**config.mk**
```make
export PLATFORM = sky130hd
export DESIGN_NAME = sto_core
export DESIGN_NICKNAME = d
export VERILOG_FILES = /design/src/core/sto_pkg.sv /design/src/core/sto_core.sv
export SDC_FILE = /design/constraint.sdc
export NUM_CORES = 1
export LEC_CHECK = 0
export CORE_ASPECT_RATIO = 1.75
export CORE_UTILIZATION = 55
export DETAILED_ROUTE_END_ITERATION = 7
export DONT_BUFFER_PORTS = 1
export PLACE_DENSITY = 0.74
export SLEW_MARGIN = 10
export SYNTH_ARGS = -nofsm -noshare
export SYNTH_HDL_FRONTEND = slang
export SYNTH_SLANG_ARGS = --single-unit
```
**constraint.sdc**
```tcl
create_clock -name pclk -period 2.11 [get_ports pclk]
set_input_delay 0.211 -clock pclk [delete_from_list [all_inputs] [get_ports pclk]]
set_output_delay 0.211 -clock pclk [all_outputs]
set_load 0.1 [all_outputs]
```
**src/core/sto_pkg.sv**
```systemverilog
// shared constants and types for the dual channel safe torque off block
package sto_pkg;

    // clock and timing
    localparam int CLK_KHZ        = 25000;
    localparam int RESP_MS        = 20;
    localparam int RESP_CYCLES    = RESP_MS * CLK_KHZ;
    localparam int SWITCH_MS      = 200;
    localparam int SWITCH_CYCLES  = SWITCH_MS * CLK_KHZ;
    localparam int CNT_W          = 24;

    // register byte offsets
    localparam logic [7:0] OFS_CTRL      = 8'h00;
    localparam logic [7:0] OFS_STATUS    = 8'h04;
    localparam logic [7:0] OFS_FAULT_ST  = 8'h08;
    localparam logic [7:0] OFS_INT_STAT  = 8'h0C;
    localparam logic [7:0] OFS_INT_MASK  = 8'h10;

    // control register fields
    localparam int CTRL_AUTO_CLR_BIT  = 0;
    localparam int CTRL_FAULT_RST_BIT = 1;
    localparam logic CTRL_AUTO_CLR_RST = 1'b1;

    // channel fault state fields
    localparam int FST_CHAN_A_BIT = 0;
    localparam int FST_CHAN_B_BIT = 4;

    // status register fields
    localparam int STS_STATE_LSB  = 0;
    localparam int STS_IN_A_BIT   = 2;
    localparam int STS_IN_B_BIT   = 3;
    localparam int STS_READY_BIT  = 4;
    localparam int STS_TO_BIT     = 5;
    localparam int STS_FA_BIT     = 6;
    localparam int STS_FB_BIT     = 7;
    localparam int STS_FC_BIT     = 8;
    localparam int STS_WAIT_BIT   = 9;

    // interrupt events
    localparam int EV_W           = 4;
    localparam int EV_TORQUE_OFF  = 0;
    localparam int EV_CHAN_A      = 1;
    localparam int EV_CHAN_B      = 2;
    localparam int EV_CIRCUIT     = 3;
    localparam logic [EV_W-1:0] INT_MASK_RST = 4'h0;

    typedef enum logic [1:0] {
        ST_RUN        = 2'b00,
        ST_DISCREP    = 2'b01,
        ST_TORQUE_OFF = 2'b11,
        ST_FAULT      = 2'b10
    } sto_state_e;

    // apb request group
    typedef struct packed {
        logic       psel;
        logic       penable;
        logic       pwrite;
        logic [7:0] paddr;
        logic [31:0] pwdata;
    } sto_apb_req_s;

endpackage : sto_pkg

```
**src/core/sto_core.sv**
```systemverilog
// dual channel safe torque off interlock with apb register slave
//
// Local design decisions: the APB slave port and the register offsets.
`timescale 1ns/1ns
module sto_core
    import sto_pkg::*;
#(
    parameter int PWM_W     = 6,
    parameter int DISC_CYC  = SWITCH_CYCLES
)(
    input  wire logic             pclk,
    input  wire logic             presetn,
    input  wire logic             psel,
    input  wire logic             penable,
    input  wire logic             pwrite,
    input  wire logic [7:0]       paddr,
    input  wire logic [31:0]      pwdata,
    output logic      [31:0]      prdata,
    output logic                  pready,
    output logic                  pslverr,
    input  wire logic             safe_off_input_a,
    input  wire logic             safe_off_input_b,
    input  wire logic             circuit_fault_in,
    input  wire logic [PWM_W-1:0] pwm_gate_in,
    output logic      [PWM_W-1:0] pwm_gate_out,
    output logic                  drive_ready,
    output logic                  coast_stop,
    output logic                  torque_off_indication,
    output logic                  channel_a_fault_code,
    output logic                  channel_b_fault_code,
    output logic                  circuit_fault_code,
    output logic                  irq
);

    typedef struct packed {
        logic             a_meta;
        logic             a_sync;
        logic             b_meta;
        logic             b_sync;
        logic             c_meta;
        logic             c_sync;
        sto_state_e       st;
        logic [CNT_W-1:0] cnt;
        logic             seen_a;
        logic             seen_b;
        logic             flt_a;
        logic             flt_b;
        logic             flt_c;
        logic             auto_clr;
        logic [EV_W-1:0]  int_stat;
        logic [EV_W-1:0]  int_mask;
        logic [PWM_W-1:0] gate;
        logic             ready;
        logic             coast;
        logic             ind_to;
        logic             irq;
        logic             pready;
        logic             pslverr;
        logic [31:0]      prdata;
    } sto_regs_s;

    sto_regs_s    st_r;
    sto_regs_s    st_nxt;
    sto_apb_req_s req;

    // true when the byte address hits a mapped register
    function automatic logic addr_hit(input logic [7:0] a);
        addr_hit = (a == OFS_CTRL) || (a == OFS_STATUS) || (a == OFS_FAULT_ST)
                || (a == OFS_INT_STAT) || (a == OFS_INT_MASK);
    endfunction : addr_hit

    assign req.psel    = psel;
    assign req.penable = penable;
    assign req.pwrite  = pwrite;
    assign req.paddr   = paddr;
    assign req.pwdata  = pwdata;

    logic            both_high;
    logic            both_low;
    logic            wr_acc;
    logic            fault_rst;
    logic [EV_W-1:0] ev;
    logic [31:0]     rd;

    always_comb
    begin
        st_nxt = st_r;
        ev     = '0;

        // synchronisers; only the second stage is read below
        st_nxt.a_meta = safe_off_input_a;
        st_nxt.a_sync = st_r.a_meta;
        st_nxt.b_meta = safe_off_input_b;
        st_nxt.b_sync = st_r.b_meta;
        st_nxt.c_meta = circuit_fault_in;
        st_nxt.c_sync = st_r.c_meta;

        both_high = st_r.a_sync && st_r.b_sync;
        both_low  = !st_r.a_sync && !st_r.b_sync;

        wr_acc    = req.psel && req.penable && st_r.pready && req.pwrite && !st_r.pslverr;
        fault_rst = wr_acc && (req.paddr == OFS_CTRL) && req.pwdata[CTRL_FAULT_RST_BIT];

        // classification
        unique case (st_r.st)
            ST_RUN:
            begin
                if (both_low)
                begin
                    st_nxt.st = ST_TORQUE_OFF;
                    ev[EV_TORQUE_OFF] = 1'b1;
                end
                else if (!both_high)
                begin
                    st_nxt.st     = ST_DISCREP;
                    st_nxt.cnt    = '0;
                    st_nxt.seen_a = !st_r.a_sync;
                    st_nxt.seen_b = !st_r.b_sync;
                end
            end
            ST_DISCREP:
            begin
                // give the partner switch its transition time before calling it one channel
                st_nxt.cnt    = st_r.cnt + 1'b1;
                st_nxt.seen_a = st_r.seen_a || !st_r.a_sync;
                st_nxt.seen_b = st_r.seen_b || !st_r.b_sync;
                if (both_low)
                begin
                    st_nxt.st = ST_TORQUE_OFF;
                    ev[EV_TORQUE_OFF] = 1'b1;
                end
                else if (st_r.cnt >= CNT_W'(DISC_CYC - 1) || both_high)
                begin
                    st_nxt.st    = ST_FAULT;
                    st_nxt.flt_a = st_nxt.seen_a;
                    st_nxt.flt_b = st_nxt.seen_b;
                    ev[EV_CHAN_A] = st_nxt.seen_a;
                    ev[EV_CHAN_B] = st_nxt.seen_b;
                end
            end
            ST_TORQUE_OFF:
            begin
                if (both_high && (st_r.auto_clr || fault_rst))
                begin
                    st_nxt.st = ST_RUN;
                end
            end
            ST_FAULT:
            begin
                if (fault_rst && both_high && !st_r.c_sync)
                begin
                    st_nxt.st    = ST_RUN;
                    st_nxt.flt_a = 1'b0;
                    st_nxt.flt_b = 1'b0;
                    st_nxt.flt_c = 1'b0;
                end
            end
        endcase

        // a circuit fault overrides every other state
        if (st_r.c_sync)
        begin
            st_nxt.st    = ST_FAULT;
            st_nxt.flt_c = 1'b1;
            ev[EV_CIRCUIT] = !st_r.flt_c;
        end

        // output stage: gates follow the next state so a forced fault blocks them at once
        st_nxt.ready  = both_high && (st_nxt.st == ST_RUN);
        st_nxt.gate   = st_nxt.ready ? pwm_gate_in : '0;
        st_nxt.coast  = !st_nxt.ready;
        st_nxt.ind_to = (st_nxt.st == ST_TORQUE_OFF);

        // interrupts; a new event wins over a write-one clear
        st_nxt.int_stat = st_r.int_stat | ev;
        if (wr_acc && req.paddr == OFS_INT_STAT)
        begin
            st_nxt.int_stat = (st_r.int_stat & ~req.pwdata[EV_W-1:0]) | ev;
        end
        if (wr_acc && req.paddr == OFS_INT_MASK)
        begin
            st_nxt.int_mask = req.pwdata[EV_W-1:0];
        end
        if (wr_acc && req.paddr == OFS_CTRL)
        begin
            st_nxt.auto_clr = req.pwdata[CTRL_AUTO_CLR_BIT];
        end
        st_nxt.irq = |(st_nxt.int_stat & st_nxt.int_mask);

        // read mux
        rd = '0;
        unique case (req.paddr)
            OFS_CTRL:     rd[CTRL_AUTO_CLR_BIT] = st_r.auto_clr;
            OFS_STATUS:
            begin
                rd[STS_STATE_LSB +: 2] = st_r.st;
                rd[STS_IN_A_BIT]       = st_r.a_sync;
                rd[STS_IN_B_BIT]       = st_r.b_sync;
                rd[STS_READY_BIT]      = st_r.ready;
                rd[STS_TO_BIT]         = st_r.ind_to;
                rd[STS_FA_BIT]         = st_r.flt_a;
                rd[STS_FB_BIT]         = st_r.flt_b;
                rd[STS_FC_BIT]         = st_r.flt_c;
                rd[STS_WAIT_BIT]       = (st_r.st == ST_DISCREP);
            end
            OFS_FAULT_ST:
            begin
                rd[FST_CHAN_A_BIT] = st_r.flt_a;
                rd[FST_CHAN_B_BIT] = st_r.flt_b;
            end
            OFS_INT_STAT: rd[EV_W-1:0] = st_r.int_stat;
            OFS_INT_MASK: rd[EV_W-1:0] = st_r.int_mask;
            default:      rd = '0;
        endcase

        // apb: answer in the first access cycle, no wait states
        st_nxt.pready  = 1'b0;
        st_nxt.pslverr = 1'b0;
        if (req.psel && !req.penable)
        begin
            st_nxt.pready  = 1'b1;
            st_nxt.pslverr = !addr_hit(req.paddr);
            st_nxt.prdata  = (!req.pwrite && addr_hit(req.paddr)) ? rd : '0;
        end
    end

    always_ff @(posedge pclk or negedge presetn)
    begin
        if (!presetn)
        begin
            st_r          <= '0;
            st_r.st       <= ST_FAULT;
            st_r.coast    <= 1'b1;
            st_r.auto_clr <= CTRL_AUTO_CLR_RST;
            st_r.int_mask <= INT_MASK_RST;
        end
        else
        begin
            st_r <= st_nxt;
        end
    end

    assign prdata                = st_r.prdata;
    assign pready                = st_r.pready;
    assign pslverr               = st_r.pslverr;
    assign pwm_gate_out          = st_r.gate;
    assign drive_ready           = st_r.ready;
    assign coast_stop            = st_r.coast;
    assign torque_off_indication = st_r.ind_to;
    assign channel_a_fault_code  = st_r.flt_a;
    assign channel_b_fault_code  = st_r.flt_b;
    assign circuit_fault_code    = st_r.flt_c;
    assign irq                   = st_r.irq;

endmodule : sto_core

```
==> metrics.md <==
| Metric | Value |
|---|---|
| Clock-pin slew on the worst setup and hold paths | 0.07 ns |
| Mapped Area | 0.00351 mm^2 |
| DRC | 0 |
| Synth Register Bits | 68 |
| FF-to-FF setup slack | 0.10 ns |
| All-Layer GR Usage | 25.0% |
| Rel. slew slack | 60.3% |
| Die Y | 108 um |
| Top delay family on crit path | compound AO/OA/AOI/OAI gates |
| Critical Path End Type | flip-flop |
| Synth warn | 0 |
| Die width | 62.4 um |
| Setup Total Neg Slack | 0 ns |
| Synth async-reset ratio | 100% |
| Critical Path AT | 2.23 ns |
| Seq/Total Area, Yosys | 48.6% |
| CP max stage cell | dfrtp_1 |
| GR Util met1 | 23.7% |
| Min-delay worst type | input port to flip-flop |
| Min-delay src | pwm_gate_in[4] |
| Peak VDD IR | 0.000361 V |
| Vias | 2665 |
| Port Buf Inserts | 0 |
| Met2 Use GR | 45.8% |
| Filler cells | 491 |
| Die Area | 0.00672 mm^2 |
| Grt ovf | 0 |
| Num CTS Buffers | 9 |
| Worst Hold Slack | 0.0234 ns |
| Top post-synthesis cells by count | dfrtp_1 (65), buf_4 (40), nor2_1 (34) |
| PnR worst setup slack | 0.102 ns |
| CP cell instances | ha_1, and3_4, a311oi_2, o31ai_2, a21o_1, and3_2, a211o_1 |
| Floorplan row count | 38 |
| # clock sinks | 68 |
| Setup CP Type | flip-flop to flip-flop |
| Root buf cell | clkbuf_8 |
| P_leak | 0.00192 uW |
| Final WL | 7.68 mm |
| Syn Area/Cell | 9.97 um^2 |
| Initial Util | 56.8% |
| Actual slew at the worst max-slew pin | 0.591 ns |
| Placed cell areas | 0.00366 mm^2 |
| Synth Instances | 352 |
| Via density | 5.65 |
| Top-count cell post-synth | dfrtp_1 |
| CTS tree | done |
| DR iter-0 viols | 165 |
| EDFF count, synth | 0 |
| Fmax | 498 MHz |
| Multi-input gate area | 0.00150 mm^2 |
| Setup Skew | 0.00928 ns |
| Vias in the first global route | 2801 |
| Final cycle utilization of the critical path | 95.2% |
| Status | finished, final reports clean |
| Nets@finish | 442 |
| Most used routing layer | met2 |
| Diodes inserted | 0 |
| RSZ-0062 raised after global routing | false |
| Distinct cells, synth | 55 |
| Worst path max stage delay | 0.39 ns |
| Fin. max-slew vios | 0 |
| R2R Path End | irq$_DFF_PN0_ |
| GP Congestion | 0.912 |
| Cell Pwr Density | 647 mW/mm^2 |
| CP bufs+invs | 0 |
| Dpl cells | 446 |
| WHS Endpoint | pwm_gate_out[4]$_DFF_PN0_ |
| Core Region | 0.00618 mm^2 |
| Final setup fails | 0 |
| Share of layout cells above drive strength 1 | 20.9% |
| Crit-path max FO | 3 |
| Final ANT Viol Nets | 0 |
| Synth top area share | 46.3% |
| R2R depth | 7 |
| Startpoint Class | flip-flop |
| Pre-Repair DR Iteration Count | 5 |
| Synth-to-layout area growth | 13.2% |
| CTS max path bufs | 2 |
| Sequential cell area | 0.00171 mm^2 |
| Post-synth top flop | dfrtp_1 |
| Worst r2r src | st_r[58]$_DFFE_PN0P_ |
| I/O pin count | 101 |
| Wire per inst | 16.3 um |
| Post-CTS Setup Inserts | 0 |
| Met3 Use GR | 6.14% |
| Largest net degree at the start of global routing | 69 |
| Clk Latency, worst-skew pair | 0.35 ns |
| Post-Place Setup Slack | -0.0194 ns |
| Worst hold path depth | 1 |
| Endpoints failing hold | 0 |
| Ranking of synthesized cells by area | dfrtp_1 (46%), buf_4 (8.6%), nor2_1 (3.6%) |
| Fin area | 0.00397 mm^2 |
| Area leader, netlist | dfrtp_1 |
| First-pass GRT wire length | 12.7 mm |
| Final std cells w/o fill | 472 |
| Final Critical Period | 2.01 ns |
| Max cap viols | 0 |
| Initial antenna violation count | 0 |
| Final HPWL DP | 5.52 mm |
| Htree depth | 3 |
| CP Data Required Time | 2.33 ns |
worst max-delay path by stage:
stage / endpoint / startpoint / slack (ns) / cells past startpoint
6_report: irq$_DFF_PN0_ / st_r[58]$_DFFE_PN0P_ / 0.10 / 7
5_1_grt: st_r[77]$_DFFE_PN0P_ / st_r[88]$_DFF_PN0_ / 0.0007 / 6
4_1_cts: irq$_DFF_PN0_ / st_r[58]$_DFFE_PN0P_ / 0.009 / 7
3_5_place_dp: irq$_DFF_PN0_ / paddr[5] / -0.02 / 6
3_3_place_gp: irq$_DFF_PN0_ / st_r[58]$_DFFE_PN0P_ / -0.02 / 7
2_1_floorplan: irq$_DFF_PN0_ / pready$_DFF_PN0_ / 0.03 / 6
sequential cells by signal, summed over array words and instances (netlist names):
name / flops
channel_a_fault_code: 1
channel_b_fault_code: 1
circuit_fault_code: 1
coast_stop: 1
drive_ready: 1
irq: 1
prdata: 10
pready: 1
pslverr: 1
pwm_gate_out: 6
st_nxt: 3
st_r: 40
torque_off_indication: 1
power by group:
group          total, uW  switching (uW)  leakage, uW  internal, uW
Sequential          1330            14.4     0.000893          1320
Combinational        303             252     0.000943          50.7
Clock                932             478    0.0000824           455
metal layers:
metal | routed length [um] | up-vias | share of wire [%]
li1 | - | 1245 | -
met1 | 2600 | 1290 | 34
met2 | 4300 | 98 | 56
met3 | 325 | 32 | 4.2
met4 | 458 | 0 | 6.0
met5 | 0 | - | 0
area by class of cell:
| cell class | instances | share of cell area [%] |
|---|---|---|
| Inverter | 14 | 1.32 |
| Timing Repair Buffer | 53 | 11.1 |
| Clock buffer | 12 | 3.65 |
| Clock inverter | 4 | 0.630 |
| Tap cell | 80 | 2.52 |
| Sequential cell | 68 | 43.0 |
| Multi-Input combinational cell | 241 | 37.8 |
through the flow:
stage / total power (uW) / utilization (%)
6_report: 2570 / 64.3
5_1_grt: 2660 / 64.3
4_1_cts: 2600 / 64.0
3_5_place_dp: 1620 / 59.2
3_3_place_gp: 1610 / 59.2
2_1_floorplan: 1630 / -
what timing repair did:
action | 4_1_cts | 5_1_grt
resized for setup | 1 | 5
hold buffers | 10 | 0
hold endpoints to repair | 76 | 0
pin swaps | 0 | 2
setup endpoints to repair | 3 | 7
cells in the final DEF, fill, tap and decap left out, types with 2 or more instances in the layout:
master         count
a22oi_1            2
nor2b_1            4
a21oi_1           13
o2bb2ai_1          2
a211o_1            3
buf_4             43
inv_1             14
dlygate4sd3_1      9
nand4_1            7
dfrtp_1           62
nand2_1           22
o211ai_1           2
nor3_1             7
and3_1             9
and4_1             2
nor3_4             3
conb_1            22
a221o_1            2
xor2_1            11
nand3_1           13
nor2_1            34
clkbuf_8          10
o22ai_1            3
clkinv_2           2
mux2_2             2
or3_1              6
dfrtp_2            3
nor4_1             2
mux2i_1            7
clkinvlp_4         2
or2_2              3
xnor2_1            3
clkbuf_1           2
dfstp_2            3
a22o_1             6
o21ai_0           21
a2bb2oi_1          4
logic make-up after synthesis:
kind of cell,after synthesis,share of synthesized area (%)
adder cells (fa/ha/maj),1,0.356
multiplexers,11,3.60
other,1,0.107
flip-flops,68,48.6
AND/OR/NAND/NOR,124,19.0
XOR/XNOR,15,3.96
buffers and inverters,64,11.6
AO/OA/AOI/OAI,68,12.9
Power figures use the tool's default switching activity.
